`config.mk`:
```
export PLATFORM = sky130hd
export DESIGN_NAME = adc_conversion_control
export DESIGN_NICKNAME = d
export VERILOG_FILES = /design/src/hdl/adc_ctrl_pkg.sv /design/src/hdl/adc_conversion_control.sv
export SDC_FILE = /design/constraint.sdc
export NUM_CORES = 1
export LEC_CHECK = 0
export BUFFER_PORTS_ARGS = -buffer_cell sky130_fd_sc_hd__buf_2
export CORE_AREA = 4 4 112 114
export DETAILED_ROUTE_END_ITERATION = 16
export DIE_AREA = 0 0 116 118
export GPL_TIMING_DRIVEN = 0
export PLACE_DENSITY = 0.74
export SLEW_MARGIN = 20
export SYNTH_ARGS = -nofsm -noshare
export SYNTH_HDL_FRONTEND = slang
export SYNTH_SLANG_ARGS = --single-unit
```
`constraint.sdc`:
```
create_clock -name clock -period 3.6 [get_ports clock]
set_input_delay 0.18 -clock clock [delete_from_list [all_inputs] [get_ports clock]]
set_output_delay 0.18 -clock clock [all_outputs]
set_load 0.02 [all_outputs]
```
`src/hdl/adc_ctrl_pkg.sv`:
```
package adc_ctrl_pkg;

  // ********************************************************************
  // Register map (word indices, byte address divided by four, on a 32-bit Avalon-MM bus).
  // ********************************************************************
  localparam int ADDR_W = 10;
  localparam logic [7:0] IDX_RESULT_HI  = 8'he6;
  localparam logic [7:0] IDX_RESULT_LO  = 8'he7;
  localparam logic [7:0] IDX_CTRL_STAT  = 8'he8;
  localparam logic [7:0] IDX_TRIG_CTRL  = 8'he9;
  localparam logic [7:0] IDX_IRQ_STATUS = 8'hea;
  localparam logic [7:0] IDX_IRQ_MASK   = 8'heb;
  localparam logic [7:0] IDX_CHAN_DATA  = 8'hee;

  // ********************************************************************
  // Field positions and reset values.
  // ********************************************************************
  localparam int BIT_END_FLAG   = 7;
  localparam int BIT_IRQ_ENABLE = 6;
  localparam int BIT_START      = 5;
  localparam int BIT_SCAN       = 4;
  localparam int BIT_SPEED      = 3;
  localparam int BIT_TRIG_EN    = 7;
  localparam logic [7:0] CTRL_STAT_RESET = 8'h00;
  localparam logic [7:0] TRIG_CTRL_RESET = 8'h7f;
  localparam logic [7:0] TRIG_CTRL_ONES  = 8'h7f;
  localparam int RESULT_W = 10;

  // Event bits of the interrupt status register.
  localparam int EV_END     = 0;
  localparam int EV_TRIGGER = 1;
  localparam int EV_W       = 2;

  // ********************************************************************
  // Timing: states per conversion, one state per system clock.
  // ********************************************************************
  localparam int CLOCK_MHZ        = 100;
  localparam int STATES_SLOW      = 266;
  localparam int STATES_FAST      = 134;
  localparam logic [8:0] CYC_SLOW = 9'(STATES_SLOW);
  localparam logic [8:0] CYC_FAST = 9'(STATES_FAST);

  typedef enum logic [1:0] {
    ST_IDLE    = 2'b00,
    ST_CONVERT = 2'b01,
    ST_NEXT    = 2'b10
  } conv_state_t;

  typedef struct packed {
    logic       end_irq_enable;
    logic       scan;
    logic       speed;
    logic [2:0] chan;
  } conv_cfg_t;

  typedef struct packed {
    logic [2:0]          chan;
    logic [RESULT_W-1:0] data;
  } conv_sample_t;

endpackage : adc_ctrl_pkg

```
`src/hdl/adc_conversion_control.sv`:
```
`timescale 1ns/1ps
// Summary of operation
// - With the external trigger enable at 0 the trigger pin is ignored and only software starts.
// - With the external trigger enable at 1 a falling edge on the trigger pin starts a conversion.
// - Speed select 0 takes 266 states per conversion and speed select 1 takes 134 states.
// - Single mode converts the channel in the select field; scan mode cycles a group from its first.
// - While the start bit is 0 no conversion runs.
// - Single mode converts once and then clears the start bit by itself.
// - Scan mode converts the selected channels in rotation without pause while start stays 1.
// - Scan ends only on a software clear, reset or standby, and each of these clears start.
// - The interrupt enable bit suppresses or forwards the conversion-end request on conv_end_irq; on irq the end event also passes when its mask bit is 1.
// - Single mode sets the end flag when the selected channel completes.
// - Scan mode sets the end flag only after every channel of the group is converted.
// - The end flag clears only on a write of 0 after a read that saw it at 1.
// - Writing 1 to the end flag leaves it unchanged.
// - The result of channel D reads as a high byte and a low byte at two addresses.
module adc_conversion_control
  import adc_ctrl_pkg::*;
(
  input  wire logic                clock,
  input  wire logic                arst_n,
  input  wire logic                clk_en,
  input  wire logic                standby,
  input  wire logic [ADDR_W-1:0]   avs_address,
  input  wire logic                avs_read,
  input  wire logic                avs_write,
  input  wire logic [31:0]         avs_writedata,
  input  wire logic [3:0]          avs_byteenable,
  output logic      [31:0]         avs_readdata,
  output logic                     avs_waitrequest,
  output logic      [1:0]          avs_response,
  input  wire logic                ext_conv_trigger_n,
  input  wire logic                sample_valid,
  input  wire logic [RESULT_W-1:0] sample_data,
  output logic      [2:0]          conv_channel,
  output logic                     conv_active,
  output logic                     conv_end_irq,
  output logic                     irq
);

  // ********************************************************************
  // Bus slave: one wait cycle, then the access completes.
  // ********************************************************************
  logic       ack_q;
  logic       access;
  logic       wr_stb;
  logic       rd_stb;
  logic [7:0] index;
  logic       lane0;

  assign access          = (avs_read | avs_write) & clk_en;
  assign avs_waitrequest = ~ack_q;
  assign wr_stb          = avs_write & ack_q & clk_en;
  assign rd_stb          = avs_read & ack_q & clk_en;
  assign index           = avs_address[9:2];
  assign lane0           = avs_byteenable[0];

  always_ff @(posedge clock or negedge arst_n) begin
    if (!arst_n) begin
      ack_q <= 1'b0;
    end else if (clk_en) begin
      ack_q <= access & ~ack_q;
    end
  end

  // ********************************************************************
  // Trigger pin synchroniser and falling-edge detect.
  // ********************************************************************
  logic trig_meta_q;
  logic trig_sync_q;
  logic trig_prev_q;
  logic trig_fall;

  always_ff @(posedge clock or negedge arst_n) begin
    if (!arst_n) begin
      trig_meta_q <= 1'b1;
      trig_sync_q <= 1'b1;
      trig_prev_q <= 1'b1;
    end else if (clk_en) begin
      trig_meta_q <= ext_conv_trigger_n;
      trig_sync_q <= trig_meta_q;
      trig_prev_q <= trig_sync_q;
    end
  end

  assign trig_fall = trig_prev_q & ~trig_sync_q;

  // ********************************************************************
  // Control registers.
  // ********************************************************************
  conv_cfg_t           cfg_q;
  logic                start_q;
  logic                end_flag_q;
  logic                flag_seen_q;
  logic                ext_trigger_enable;
  logic                trig_en_q;
  logic [EV_W-1:0]     ev_status_q;
  logic [EV_W-1:0]     ev_mask_q;
  conv_state_t         state_q;
  logic [8:0]          cnt_q;
  logic [2:0]          chan_q;
  logic [RESULT_W-1:0] result_q [8];
  logic                conv_done;
  logic                last_chan;
  logic                sw_start;
  logic                hw_start;
  logic                sw_stop;
  logic                set_end;
  logic [2:0]          first_chan;
  logic [2:0]          final_chan;

  assign ext_trigger_enable = trig_en_q;
  assign sw_start   = wr_stb && index == IDX_CTRL_STAT && lane0 && avs_writedata[BIT_START];
  assign hw_start   = ext_trigger_enable & trig_fall;
  assign sw_stop    = wr_stb && index == IDX_CTRL_STAT && lane0 && !avs_writedata[BIT_START];
  assign first_chan = cfg_q.scan ? {cfg_q.chan[2], 2'b00} : cfg_q.chan;
  assign final_chan = cfg_q.chan;
  assign last_chan  = chan_q == final_chan;
  assign conv_done  = state_q == ST_CONVERT && cnt_q == 9'h001;
  assign set_end    = conv_done && (!cfg_q.scan || last_chan);

  always_ff @(posedge clock or negedge arst_n) begin
    if (!arst_n) begin
      cfg_q     <= '0;
      trig_en_q <= 1'b0;
    end else if (clk_en) begin
      if (wr_stb && lane0 && index == IDX_CTRL_STAT) begin
        cfg_q.end_irq_enable <= avs_writedata[BIT_IRQ_ENABLE];
        cfg_q.scan           <= avs_writedata[BIT_SCAN];
        cfg_q.speed          <= avs_writedata[BIT_SPEED];
        cfg_q.chan           <= avs_writedata[2:0];
      end
      if (wr_stb && lane0 && index == IDX_TRIG_CTRL) begin
        trig_en_q <= avs_writedata[BIT_TRIG_EN];
      end
    end
  end

  // Start bit: set by software or trigger; cleared by end of single, write 0 or standby.
  always_ff @(posedge clock or negedge arst_n) begin
    if (!arst_n) begin
      start_q <= 1'b0;
    end else if (clk_en) begin
      if (standby) begin
        start_q <= 1'b0;
      end else if (sw_start || hw_start) begin
        start_q <= 1'b1;
      end else if (sw_stop) begin
        start_q <= 1'b0;
      end else if (conv_done && !cfg_q.scan) begin
        start_q <= 1'b0;
      end
    end
  end

  // End flag: hardware set wins over a read-then-write-0 clear.
  always_ff @(posedge clock or negedge arst_n) begin
    if (!arst_n) begin
      end_flag_q  <= 1'b0;
      flag_seen_q <= 1'b0;
    end else if (clk_en) begin
      // Read data are latched on the edge that takes the request, so the flag value
      // that software sees is the one present at that edge, not one cycle later.
      if (access && !ack_q && avs_read && index == IDX_CTRL_STAT && end_flag_q) begin
        flag_seen_q <= 1'b1;
      end else if (wr_stb && lane0 && index == IDX_CTRL_STAT) begin
        flag_seen_q <= 1'b0;
      end
      if (set_end) begin
        end_flag_q <= 1'b1;
      end else if (wr_stb && lane0 && index == IDX_CTRL_STAT && flag_seen_q
                   && !avs_writedata[BIT_END_FLAG]) begin
        end_flag_q <= 1'b0;
      end
    end
  end

  // ********************************************************************
  // Conversion sequencer.
  // ********************************************************************
  always_ff @(posedge clock or negedge arst_n) begin
    if (!arst_n) begin
      state_q <= ST_IDLE;
      cnt_q   <= '0;
      chan_q  <= '0;
    end else if (clk_en) begin
      case (state_q)
        ST_IDLE: begin
          if (start_q && !standby) begin
            state_q <= ST_CONVERT;
            chan_q  <= first_chan;
            cnt_q   <= cfg_q.speed ? CYC_FAST : CYC_SLOW;
          end
        end
        ST_CONVERT: begin
          if (!start_q || standby) begin
            state_q <= ST_IDLE;
          end else if (conv_done) begin
            state_q <= cfg_q.scan ? ST_NEXT : ST_IDLE;
          end else begin
            cnt_q <= cnt_q - 9'h001;
          end
        end
        ST_NEXT: begin
          if (!start_q || standby) begin
            state_q <= ST_IDLE;
          end else begin
            state_q <= ST_CONVERT;
            chan_q  <= last_chan ? first_chan : chan_q + 3'h1;
            cnt_q   <= (cfg_q.speed ? CYC_FAST : CYC_SLOW) - 9'h001;
          end
        end
        default: begin
          state_q <= ST_IDLE;
        end
      endcase
    end
  end

  // Results are captured per channel; sample_data is taken at the last state.
  always_ff @(posedge clock or negedge arst_n) begin
    if (!arst_n) begin
      for (int i = 0; i < 8; i++) begin
        result_q[i] <= '0;
      end
    end else if (clk_en && conv_done) begin
      result_q[chan_q] <= sample_valid ? sample_data : result_q[chan_q];
    end
  end

  // ********************************************************************
  // Interrupt status and mask.
  // ********************************************************************
  logic [EV_W-1:0] ev_set;
  logic [EV_W-1:0] ev_clr;

  assign ev_set = {hw_start, set_end};
  assign ev_clr = (wr_stb && lane0 && index == IDX_IRQ_STATUS) ? avs_writedata[EV_W-1:0] : '0;

  always_ff @(posedge clock or negedge arst_n) begin
    if (!arst_n) begin
      ev_status_q <= '0;
      ev_mask_q   <= '0;
    end else if (clk_en) begin
      ev_status_q <= (ev_status_q & ~ev_clr) | ev_set;
      if (wr_stb && lane0 && index == IDX_IRQ_MASK) begin
        ev_mask_q <= avs_writedata[EV_W-1:0];
      end
    end
  end

  assign conv_end_irq = end_flag_q & cfg_q.end_irq_enable;
  assign irq          = |(ev_status_q & ev_mask_q) | conv_end_irq;
  assign conv_channel = chan_q;
  assign conv_active  = state_q == ST_CONVERT;

  // ********************************************************************
  // Read data mux; result is left-justified in 16 bits.
  // ********************************************************************
  logic [15:0] result_d16;
  logic [31:0] rdata_d;

  assign result_d16 = {result_q[3], 6'h00};

  always_comb begin
    rdata_d = 32'h0000_0000;
    case (index)
      IDX_RESULT_HI:  rdata_d[7:0] = result_d16[15:8];
      IDX_RESULT_LO:  rdata_d[7:0] = result_d16[7:0];
      IDX_CTRL_STAT:  rdata_d[7:0] = {end_flag_q, cfg_q.end_irq_enable, start_q, cfg_q.scan,
                                      cfg_q.speed, cfg_q.chan};
      IDX_TRIG_CTRL:  rdata_d[7:0] = {trig_en_q, TRIG_CTRL_ONES[6:0]};
      IDX_IRQ_STATUS: rdata_d[EV_W-1:0] = ev_status_q;
      IDX_IRQ_MASK:   rdata_d[EV_W-1:0] = ev_mask_q;
      default:        rdata_d = 32'h0000_0000;
    endcase
  end

  always_ff @(posedge clock or negedge arst_n) begin
    if (!arst_n) begin
      avs_readdata <= '0;
      avs_response <= 2'h0;
    end else if (clk_en) begin
      if (access && !ack_q) begin
        avs_readdata <= rdata_d;
        avs_response <= 2'h0;
      end
    end
  end
endmodule : adc_conversion_control

```
Word-level counts from Yosys, hierarchy flattened
Index checks and enable logic that the tools add are counted.

cells by class
  $add $sub $neg = 3
  magnitude comparators = 2
  eq/ne operators = 15
  muxes and demuxes = 35
  bitwise logic cells = 16
  reductions and logical operators = 47

operators with widths
  cell                 number
  $bwmux 80            1
  $eq 8x8->1 const B   6
  $mux 9               5
  $mux 10              4
  $bmux 10 s3          1
  $demux 10 s3         1
  $pmux 9 s3           1
  $pmux 6 s4           1
  $logic_and 1x1->1    21
  $sub 9x1->9 const B  2
  $reduce_and 2->1     7
  $mux 2               6
  $pmux 2 s5           1
  $eq 9x1->1 const B   1
  $mux 1               9
  $mux 3               3
  $ne 2x2->1 const B   4
  $and 1x1->1          7
  $logic_not 1->1      6
  $pmux 2 s3           1
  $pmux 3 s2           1
  $reduce_and 6->1     1
  $reduce_bool 2->1    3
  $and 2x2->2          2
  other kinds (19)     23

storage, ports and cells
  bits in registers = 120
  output and inout bits = 41

Longest topological paths before layout
Gate-level depths: netlist of run 1.

  depth in word-level cells = 8
  gate-level depth with buffers = 10
  gate-level depth less buffers = 7

Least setup slack after synthesis of run 1
No wires, ideal clock.

  path kind = register -> register
  from = reg state_q[1]
  to = reg result_q[18] (netlist name)
  library setup time = 145 ps
  data arrival time = 2153 ps
  required time = 3455 ps
  setup slack = 1302 ps
  stages on the path, launching flop included = 11
  path buffers = 3
  clock period less this slack = 2298 ps
  cells stage by stage = dfrtp_1 > inv_1 > ha_1 > clkbuf_1 > nand2_1 > or3_1 > buf_6 > or3_4 > buf_6 > nand2_1 > o21ai_1

on the way
  word-level cells in the longest chain between the ends = 3

ends and longest elaborated chain
  what                           RTL line                       source
  start, declared                adc_conversion_control.sv:99   conv_state_t state_q;
  start signal, assigned         adc_conversion_control.sv:199  state_q <= cfg_q.scan ? ST_NEXT : ST_IDLE;
  $eq 2x1->1                     -
  named net conv_active          adc_conversion_control.sv:36   output logic conv_active,
  $logic_and 1x1->1              adc_conversion_control.sv:119  assign conv_done = state_q == ST_CONVERT && cnt_q == 9'h001;
  $logic_and 1x1->1              adc_conversion_control.sv:226  end else if (clk_en && conv_done) begin
  end signal, assigned by index  adc_conversion_control.sv:227  result_q[chan_q] <= sample_valid ? sample_data : result_q[chan_q];
  end, declared                  adc_conversion_control.sv:102  logic [RESULT_W-1:0] result_q [8];

The timed path passes the listed nets, and every way through them passes these cells.
A chain may end at the register's enable or synchronous reset.

Final worst setup path of run 1
  from = reg chan_q[2] (netlist: conv_channel[2])
  to = reg result_q[23] (netlist name)

on the way
  word-level cells in the longest chain between the ends = 6
  elaborated cells between the ends (all ways) = 11

ends and longest elaborated chain
  what                                                                       RTL line                       source
  start, declared                                                            adc_conversion_control.sv:101  logic [2:0] chan_q;
  start signal, assigned                                                     adc_conversion_control.sv:191  chan_q <= first_chan;
  start signal, assigned                                                     adc_conversion_control.sv:209  chan_q <= last_chan ? first_chan : chan_q + 3'h1;
  $not 3->4 (*)                                                              adc_conversion_control.sv:227
  $ge 4x4->1 (implied by the code), or another cell as far along             adc_conversion_control.sv:227
  $logic_and 1x1->1 (implied by the code) / $mux 10 (equally long branches)  adc_conversion_control.sv:227
  $mux 10                                                                    adc_conversion_control.sv:227
  $demux 10 s3 / $mux 10 (equally long branches)                             adc_conversion_control.sv:227
  $bwmux 80 (*)                                                              adc_conversion_control.sv:227

Mark *: on every way between the ends. The rest lies on a longest branch, timed or not. The select of a mux whose other input is x is not followed.

==> results.ini, run 1 <==
[sta]
setup_viol = 0
timing.final.ws_setup_ns = 0.541
hold_viol_final = 0
fin_worst_skew_ns = 0.00864
min_period_ns = 3.06
fin_crit_sh = 0.850
maxSlewHeadroom = 0.256
clock.fmax_mhz = 327
tightest_slew_ns = 1.10
rsz0062_at_grt = false
tns_ns = 0
maxSlewViolCount = 0

[critical_path]
cp_top_family = buffers and inverters
crit_chain = clkbuf_1 > buf_2 > buf_1 > mux2i_1 > o21ai_0 > o22ai_1 > o21ai_0
required_ns = 3.85
timing.rr.end = result_q[23]
reg2reg_setup_slack_ns = 0.54
r2r_cells = 7
critPathMaxFanout = 10
crit-reg2reg-launch = conv_channel[2]
crit_slowest_cell = o22ai_1
cp-endpoint = result_q[23]
worstSetupStartpoint = conv_channel[2]
max_stage_delay_ns = 0.66
crit_cells = 7
start_kind = register
crit_buf_inv = 3
crit_type = reg -> reg
end_kind = register
crit_top_cell = o21ai_0
worst_ep_arrival_time_ns = 3.31

[place]
dpl_cell_area_um2 = 6790
portBuffers = 46
hpwlAfterDp_mm = 11.4
gp_congestion = 0.921
place_ws_ns = 0.616

[synthesis]
syn_avg_cell_area_um2 = 9.70
synth_edf_count = 0
ys_types = 64
synthArstFlopShare = 1.00
yosysWarnings = 0
syn-cell-area_um2 = 6250
ys_seq_area_frac = 0.481
ys.flop_type = dfrtp_1
synth_seq_cells = 120
syn_inst = 644

[global_route]
antenna_found_initial = 0
met3_usage = 0.0586
gr-usage-met2 = 0.389
grt_pass1_wl_mm = 26.4
grt-ovfl-total = 0
grt_pass1_vias = 5203
grt_busiest_layer = met2
grt_max_degree = 73
grtUsageTotal = 0.248
use_met1 = 0.325

[clocking]
numCtsBuffers = 17
clk_pin_slew_ns = 0.06
cts_setup_buffers = 0
tritoncts = done
cts_buffer_depth = 2
root_buffer = clkbuf_16
clock_latency_ns = 0.43
cts-resized-gates = 0
clock_sinks = 120
htree_levels = 4

[floorplan]
pin_count = 105
fp-row-count = 39
coreArea_um2 = 11400
chipWidth_um = 116
start_util = 0.547
dieArea_um2 = 13700
fp.dieH_um = 118

[power]
p_leak_nw = 3.47
power_density_nw_per_um2 = 502
vdd_drop_max_mv = 0.455

[cells_and_area]
layout_commonest_cell = dfrtp_1
syn_to_final_growth_pct = 17.8
seq_area_um2 = 3010
most-common-layout-cells = 117 x dfrtp_1, 107 x nand2_1, 60 x o21ai_0
layout-drive-gt1-share = 0.215
fill_cells = 922
finish.instance_area_um2 = 7360
multi_input_area_um2 = 2830
finalNetCount = 811
antenna_cells = 0

[route]
vias = 5263
drc = 0
first_pass_iters = 5
drt-total-wl_mm = 16.5
drt-initial-drc-count = 488
antenna_left = 0
vias_per_cell = 5.87
routedWlPerCell_um = 18.4

[flow_run]
maxCapViolCount = 0

[outcome]
status = completed

[worst_hold_path]
hp-class = in -> reg

==> metrics by stage <==
| stage | hold slack [ns] | power (mW) | instances | util |
|---|---|---|---|---|
| 2_1_floorplan | -0.116 | 1.99 | 669 | - |
| 3_3_place_gp | 0.414 | 2.14 | 858 | 0.591 |
| 3_5_place_dp | 0.153 | 2.17 | 859 | 0.594 |
| 4_1_cts | 0.00335 | 3.70 | 896 | 0.645 |
| 5_1_grt | 0.0115 | 3.85 | 896 | 0.645 |
| 6_report | 0.00891 | 3.70 | 896 | 0.645 |
==> what timing repair did <==
action	CTS	global route
hold endpoints to repair	49	0
hold buffers	5	0
endpoints found under the setup margin	0	0
==> area by class of cell <==
| cell class | count | area share |
|---|---|---|
| plain buffers | 65 | 0.0612 |
| well taps | 143 | 0.0243 |
| clock buffers | 28 | 0.0688 |
| inverters | 15 | 0.00765 |
| clock inverters | 4 | 0.00272 |
| flip-flops and latches | 120 | 0.408 |
| repair buffers | 52 | 0.0427 |
| multi-input cells | 469 | 0.384 |
==> registers in the layout, summed over array words and instances (netlist names) <==
register / cells
trig_meta_q: 1
result_d16: 10
end_flag_q: 1
start_q: 1
final_chan: 3
state_q: 2
flag_seen_q: 1
result_q: 70
ev_status_q: 2
avs_readdata: 8
trig_prev_q: 1
cnt_q: 9
cfg_q: 3
ack_q: 1
ev_mask_q: 2
ext_trigger_enable: 1
trig_sync_q: 1
conv_channel: 3
==> per-layer routing <==
metal  up-vias  routed length [µm]
li1       2437                   -
met1      2549                6840
met2       235                7900
met3        42                1290
met4         0                 435
met5         -                   0
==> logic make-up (layout without fill, tap and decap cells) <==
logic type | Yosys count | in the layout | share of synthesized area
AOI/OAI and AO/OA | 192 | 192 | 0.184
xor gates and xnor gates | 3 | 3 | 0.00420
adders and majority gates | 7 | 7 | 0.0140
buffers and inverters | 80 | 164 | 0.0811
DFF | 120 | 120 | 0.481
muxes | 48 | 48 | 0.0829
other | 1 | 26 | 0.000600
and+or+nand+nor | 193 | 193 | 0.152
==> cells in the mapped netlist (5+ instances only) <==
master	instances	area, µm²
o22ai_1	5	31.3
dfrtp_1	117	2930
nor2_1	21	78.8
nand2b_1	5	31.3
or3_4	6	67.6
buf_4	26	195
mux2i_1	27	270
a31oi_1	5	31.3
nand3_1	9	45.0
inv_1	15	56.3
mux2_2	20	225
nand2_1	107	402
o21ai_0	60	300
nor2b_1	7	43.8
ha_1	7	87.6
clkbuf_1	15	56.3
o21ai_1	58	290
a21oi_1	16	80.1
nor3_1	6	30.0
buf_2	9	45.0
o2bb2ai_1	8	70.1
buf_6	13	146
==> worst min-delay path by stage <==
stage                            start                  to  slack [ns]  depth (start not counted)
detailed placement              arst_n               ack_q        0.15                          1
finish                avs_writedata[7]  ext_trigger_enable       0.009                          2
global route          avs_writedata[2]       final_chan[2]        0.01                          2
global placement    ext_conv_trigger_n         trig_meta_q        0.41                          2
floorplan                       arst_n               ack_q       -0.12                          0
CTS                   avs_writedata[2]       final_chan[2]       0.003                          2
==> power breakdown <==
group | switching, mW | internal [mW] | leakage (nW)
sequential | 0.0719 | 1.45 | 1.65
combinational | 0.396 | 0.255 | 1.56
clock | 0.578 | 0.946 | 0.262
==> worst reg2reg max path, cell delays in order (launching register included) <==
cell and delay [ns]:
dfrtp_1 0.37, clkbuf_1 0.40, buf_2 0.38, buf_1 0.48
mux2i_1 0.25, o21ai_0 0.12, o22ai_1 0.66, o21ai_0 0.24
Note: power is estimated with default switching activity, not from simulation.
==> run 2, diff against run 1 <==
--- a/config.mk
+++ b/config.mk
@@ -6,11 +6,11 @@
 export NUM_CORES = 1
 export LEC_CHECK = 0
 export BUFFER_PORTS_ARGS = -buffer_cell sky130_fd_sc_hd__buf_2
-export CORE_AREA = 4 4 112 114
+export CORE_AREA = 4 4 116 118
 export DETAILED_ROUTE_END_ITERATION = 16
-export DIE_AREA = 0 0 116 118
+export DIE_AREA = 0 0 120 122
 export GPL_TIMING_DRIVEN = 0
-export PLACE_DENSITY = 0.74
+export PLACE_DENSITY = 0.72
 export SLEW_MARGIN = 20
 export SYNTH_ARGS = -nofsm -noshare
 export SYNTH_HDL_FRONTEND = slang
==> constraint.sdc (replaced) <==
create_clock -name clock -period 2.6 [get_ports clock]
set_input_delay 0.13 -clock clock [delete_from_list [all_inputs] [get_ports clock]]
set_output_delay 0.13 -clock clock [all_outputs]
set_load 0.02 [all_outputs]
==> results.ini, run 2 (synthesis gave the netlist of run 1 again) <==
[outcome]
status = completed

[power]
power_density_nw_per_um2 = 692  ; +38%
vdd_drop_max_mv = 0.438  ; -3.8%
switching_power_mw = 1.42  ; +36%
swShare = 0.275  ; -0.00799
p_leak_nw = 3.50  ; +0.81%
p_int_mw = 3.75  ; +42%
combPwrFrac = 0.177  ; about the same
pwr-share-seq = 0.408  ; -0.004
clkPwrFrac = 0.416  ; +0.004

[sta]
hold_viol_final = 0  ; unchanged
tightest_slew_ns = 1.08  ; -0.0260 ns
maxSlewViolCount = 0  ; unchanged
setup_viol = 0  ; unchanged
fin_crit_sh = 0.952  ; +0.103
min_period_ns = 2.48  ; -0.583 ns
fin_worst_skew_ns = 0.00856  ; -0.0000766 ns
rsz0062_at_grt = false
clock.fmax_mhz = 404  ; +24%
maxSlewHeadroom = 0.274  ; +0.0176
timing.final.ws_setup_ns = 0.124  ; -0.417 ns

[worst_hold_path]
worstHoldStart = avs_writedata[0]
hp-class = in -> reg
whs_endpoint = final_chan[0]
hold_depth = 2  ; unchanged

[floorplan]
chipWidth_um = 120  ; +3.4%
fp.dieH_um = 122  ; +3.4%
dieArea_um2 = 14600  ; +7.0%
fp-row-count = 41  ; +5.1%
pin_count = 105  ; unchanged
start_util = 0.501  ; -0.0460
coreArea_um2 = 12500  ; +9.2%

[cells_and_area]
antenna_cells = 0  ; unchanged
fin_cells = 927  ; +3.5%
largest_register_ffs = 70  ; unchanged
syn_to_final_growth_pct = 19.7
top_register = result_q
layout_commonest_cell = dfrtp_1
finalNetCount = 814  ; +0.37%
most-common-layout-cells = 116 x dfrtp_1, 107 x nand2_1, 60 x o21ai_1
fill_cells = 1049  ; +14%
multi_input_area_um2 = 2860  ; +0.93%
layout-drive-gt1-share = 0.223  ; +0.00738
seq_area_um2 = 3010  ; about the same

[critical_path]
crit_slowest_cell = dfrtp_1
required_ns = 2.85  ; -1.00 ns
r2r_cells = 6  ; -1
crit_chain = buf_2 > buf_2 > o2bb2ai_1 > a211o_1 > o21ai_0 > o21ai_0
start_kind = register
end_kind = register
crit_type = reg -> reg
timing.rr.end = result_q[69]
worst_ep_arrival_time_ns = 2.72  ; -0.59 ns
max_stage_delay_ns = 0.60  ; -0.06 ns
critPathMaxFanout = 10  ; unchanged
reg2reg_setup_slack_ns = 0.12  ; -0.42 ns
crit-reg2reg-launch = conv_channel[0]

[route]
vias = 5301  ; +0.72%
first_pass_iters = 6  ; +1
drc = 0  ; unchanged
vias_per_cell = 5.72  ; -2.6%
antenna_left = 0  ; unchanged
drt-initial-drc-count = 448  ; -8.2%
drt-total-wl_mm = 16.6  ; +0.63%
routedWlPerCell_um = 17.9  ; -2.7%

[place]
gp_congestion = 0.857  ; -7.0%
portBuffers = 46  ; unchanged
place_ws_ns = -0.553  ; -1.17 ns
dpl.cell_count = 888  ; +3.4%
hpwlAfterDp_mm = 11.6  ; +1.7%

[clocking]
cts_setup_buffers = 0  ; unchanged
cts_buffer_depth = 2  ; unchanged
tritoncts = done
root_buffer = clkbuf_16
clock_latency_ns = 0.42  ; about the same
numCtsBuffers = 17  ; unchanged
clock_sinks = 120  ; unchanged
clk_pin_slew_ns = 0.05  ; about the same
htree_levels = 4  ; unchanged

[global_route]
grt_max_degree = 62  ; -15%
grtUsageTotal = 0.234  ; -0.0143
antenna_found_initial = 0  ; unchanged
grt_pass1_vias = 5207  ; +0.077%
grt_pass1_wl_mm = 26.6  ; +0.83%
grt-ovfl-total = 0  ; unchanged

[flow_run]
maxCapViolCount = 0  ; unchanged

==> run 2: repair_timing <==
item                                    in CTS  in global routing
endpoints found under the setup margin      61                 44
hold endpoints to repair                    69                  0
hold buffers                                 9                  0
resized for setup                            6                  7
==> run 2: final cells by class <==
type,count,area share
Timing Repair Buffer,56,0.0473
Inverter,15,0.00753
Clock inverter,3,0.00535
Buffer,64,0.0607
Tap cell,172,0.0288
Clock buffer,28,0.0664
Multi-Input combinational cell,469,0.382
Sequential cell,120,0.402
==> run 2: layer usage <==
metal | track usage | vias to the layer above | share of wire
li1 | - | 2443 | -
met5 | 0 | - | 0
met3 | 0.0474 | 47 | 0.082
met2 | 0.377 | 252 | 0.48
met1 | 0.306 | 2559 | 0.41
met4 | 0.107 | 0 | 0.027
==> run 2: power by group through the flow <==
stage	logic (mW)	clock network [mW]	registers (mW)
after floorplan	0.649	0	2.11
after global placement	0.843	0	2.12
after detailed placement	0.875	0	2.14
after CTS	0.903	2.18	2.11
after global routing	1.03	2.26	2.13
final	0.915	2.15	2.11
==> run 2: how the worst max path moves through the flow <==
stage	startpoint	end	slack [ns]	cells past startpoint
after CTS	conv_channel[2]	result_q[68]	0.03	6
final	conv_channel[0]	result_q[69]	0.12	6
after floorplan	state_q[1]	result_q[18]	0.30	10
after global routing	cnt_q[1]	result_q[17]	0.02	9
after detailed placement	conv_channel[2]	result_q[23]	-0.55	7
after global placement	conv_channel[2]	result_q[63]	-0.48	7
==> run 2: stage by stage <==
step	area [µm²]	TNS [ns]	utilization	power [mW]	hold slack, ns
global placement	6790	-7.62	0.545	2.97	0.363
detailed placement	6820	-8.32	0.547	3.01	0.137
finish	7480	0	0.600	5.18	0.0117
global route	7480	0	0.600	5.41	0.00943
floorplan	6340	0	-	2.76	-0.166
CTS	7470	0	0.599	5.19	0.00209
==> run 2: critical path, delay by kind of cell (launching register included) <==
family | cells | cell delay (ns)
AO/OA/AOI/OAI | 4 | 1.04
buffers and inverters | 2 | 0.67
flip-flops | 1 | 0.60
==> run 3, diff against run 2 <==
--- a/config.mk
+++ b/config.mk
@@ -7,6 +7,7 @@
 export LEC_CHECK = 0
 export BUFFER_PORTS_ARGS = -buffer_cell sky130_fd_sc_hd__buf_2
 export CORE_AREA = 4 4 116 118
+export CTS_BUF_LIST = sky130_fd_sc_hd__clkbuf_4 sky130_fd_sc_hd__clkbuf_8 sky130_fd_sc_hd__clkbuf_16
 export DETAILED_ROUTE_END_ITERATION = 16
 export DIE_AREA = 0 0 120 122
 export GPL_TIMING_DRIVEN = 0
==> results.ini, run 3 (synthesis gave the netlist of run 1 again) <==
[sta]
tightest_slew_ns = 1.10  ; +0.0198 ns
clock.fmax_mhz = 401  ; -0.81%
fin_worst_skew_ns = 0.00734  ; -0.00122 ns
maxSlewViolCount = 0  ; unchanged
hold_ws_ns = 0.00588  ; -0.00579 ns
min_period_ns = 2.50  ; +0.0202 ns
timing.final.ws_setup_ns = 0.104  ; -0.0202 ns
tns_ns = 0  ; unchanged
setup_viol = 0  ; unchanged
rsz0062_at_grt = false
maxSlewHeadroom = 0.261  ; -0.0133
hold_viol_final = 0  ; unchanged
fin_crit_sh = 0.960  ; +0.00777

[critical_path]
reg2reg_setup_slack_ns = 0.10  ; -0.02 ns
critPathMaxFanout = 10  ; unchanged
worst_ep_arrival_time_ns = 2.74  ; +0.02 ns
required_ns = 2.84  ; about the same
crit_type = reg -> reg
end_kind = register
start_kind = register
r2r_cells = 6  ; unchanged

[clocking]
cts_setup_buffers = 0  ; unchanged
numCtsBuffers = 17  ; unchanged
tritoncts = done
cts_buffer_depth = 2  ; unchanged
clock_latency_ns = 0.42  ; about the same
htree_levels = 4  ; unchanged
clock_sinks = 120  ; unchanged
root_buffer = clkbuf_16
clk_pin_slew_ns = 0.05  ; about the same

[global_route]
met3_usage = 0.0478  ; +0.000464
grtUsageTotal = 0.233  ; -0.000925
antenna_found_initial = 0  ; unchanged
grt-ovfl-total = 0  ; unchanged
grt_max_degree = 62  ; unchanged
grt_pass1_vias = 5187  ; -0.38%
grt_pass1_wl_mm = 26.5  ; -0.39%
gr-usage-met2 = 0.376  ; -0.00105
grt_busiest_layer = met2
use_met1 = 0.304  ; -0.00161

[cells_and_area]
layout_commonest_cell = dfrtp_1
syn_to_final_growth_pct = 20.2
antenna_cells = 0  ; unchanged
finalNetCount = 814  ; unchanged
most-common-layout-cells = 116 x dfrtp_1, 107 x nand2_1, 60 x o21ai_1
fin_util = 0.603  ; +0.00241
top_register = result_q
largest_register_ffs = 70  ; unchanged
layout-drive-gt1-share = 0.233  ; +0.0106

[outcome]
status = completed

[power]
pwr-share-seq = 0.401  ; -0.007
vdd_drop_max_mv = 0.443  ; +1.2%
p_total_mw = 5.26  ; +1.7%
combPwrFrac = 0.174  ; -0.003
power_density_nw_per_um2 = 701  ; +1.3%
p_leak_nw = 3.53  ; +0.82%
clkPwrFrac = 0.425  ; +0.009
switching_power_mw = 1.43  ; +0.29%
p_int_mw = 3.84  ; +2.2%
swShare = 0.271  ; -0.00377

[route]
drt-initial-drc-count = 477  ; +6.5%
vias = 5328  ; +0.51%
antenna_left = 0  ; unchanged
routedWlPerCell_um = 17.9  ; about the same
drt-total-wl_mm = 16.6  ; about the same
drc = 0  ; unchanged
first_pass_iters = 5  ; -1
vias_per_cell = 5.75  ; +0.51%

[worst_hold_path]
hp-class = in -> reg
hold_depth = 2  ; unchanged

[floorplan]
pin_count = 105  ; unchanged
start_util = 0.501  ; unchanged
fp.dieH_um = 122  ; unchanged
dieArea_um2 = 14600  ; unchanged
chipWidth_um = 120  ; unchanged
fp-row-count = 41  ; unchanged
coreArea_um2 = 12500  ; unchanged

[place]
gp_congestion = 0.857  ; unchanged
portBuffers = 46  ; unchanged
hpwlAfterDp_mm = 11.6  ; unchanged
place_ws_ns = -0.553  ; unchanged

[flow_run]
maxCapViolCount = 0  ; unchanged

==> run 3: cell types whose count changed in the layout (fill, tap and decap cells not counted), sizes merged <==
cell / delta
buf: -1
clkbuf: +1
==> run 3: timing repair <==
action / in CTS / in global routing
cloned: 0 / 0
endpoints found under the setup margin: 61 / 34
resized for setup: 6 / 7
hold buffers: 9 / 0
endpoints found under the hold margin: 69 / 0
==> run 3: metal layers <==
metal  wire length [µm]  up-vias
li1                   -     2434
met1               6920     2596
met2               7890      244
met3               1280       54
met4                490        0
met5                  0        -
==> run 3: layout make-up <==
cell class | instances | area [µm²]
fillers | 1044 | 4950
inverters | 15 | 56.3
multi-input cells | 469 | 2860
clock buffers | 28 | 527
clock inverters | 3 | 40.0
well taps | 172 | 215
repair buffers | 56 | 354
plain buffers | 64 | 454
flip-flops and latches | 120 | 3010
==> run 3: final timing paths <==
path,from,endpoint
max in group asynchronous,arst_n,trig_prev_q
worst max-delay path,conv_channel[0],result_q[69]
min in group asynchronous,arst_n,cnt_q[1]
worst min-delay path,avs_writedata[0],final_chan[0]
worst min register to register,avs_readdata[7],avs_readdata[7]
worst max register to register,conv_channel[0],result_q[69]
==> run 3: metrics by stage <==
step	std cells	instance area (µm²)
floorplan	669	6340
global placement	887	6790
detailed placement	888	6820
CTS	927	7500
global route	927	7510
finish	927	7510
==> run 3: power groups by stage <==
stage          combinational, mW  sequential, mW  clock (mW)
3_5_place_dp               0.875            2.14           0
4_1_cts                    0.902            2.11        2.26
6_report                   0.916            2.11        2.24
5_1_grt                     1.03            2.13        2.34
2_1_floorplan              0.649            2.11           0
3_3_place_gp               0.843            2.12           0
==> run 3: worst max-delay path, stage by stage (launching register included) <==
cell,delay [ns]
dfrtp_1,0.59
buf_2,0.33
buf_2,0.34
o2bb2ai_1,0.15
a211o_1,0.29
o21ai_0,0.41
o21ai_0,0.21
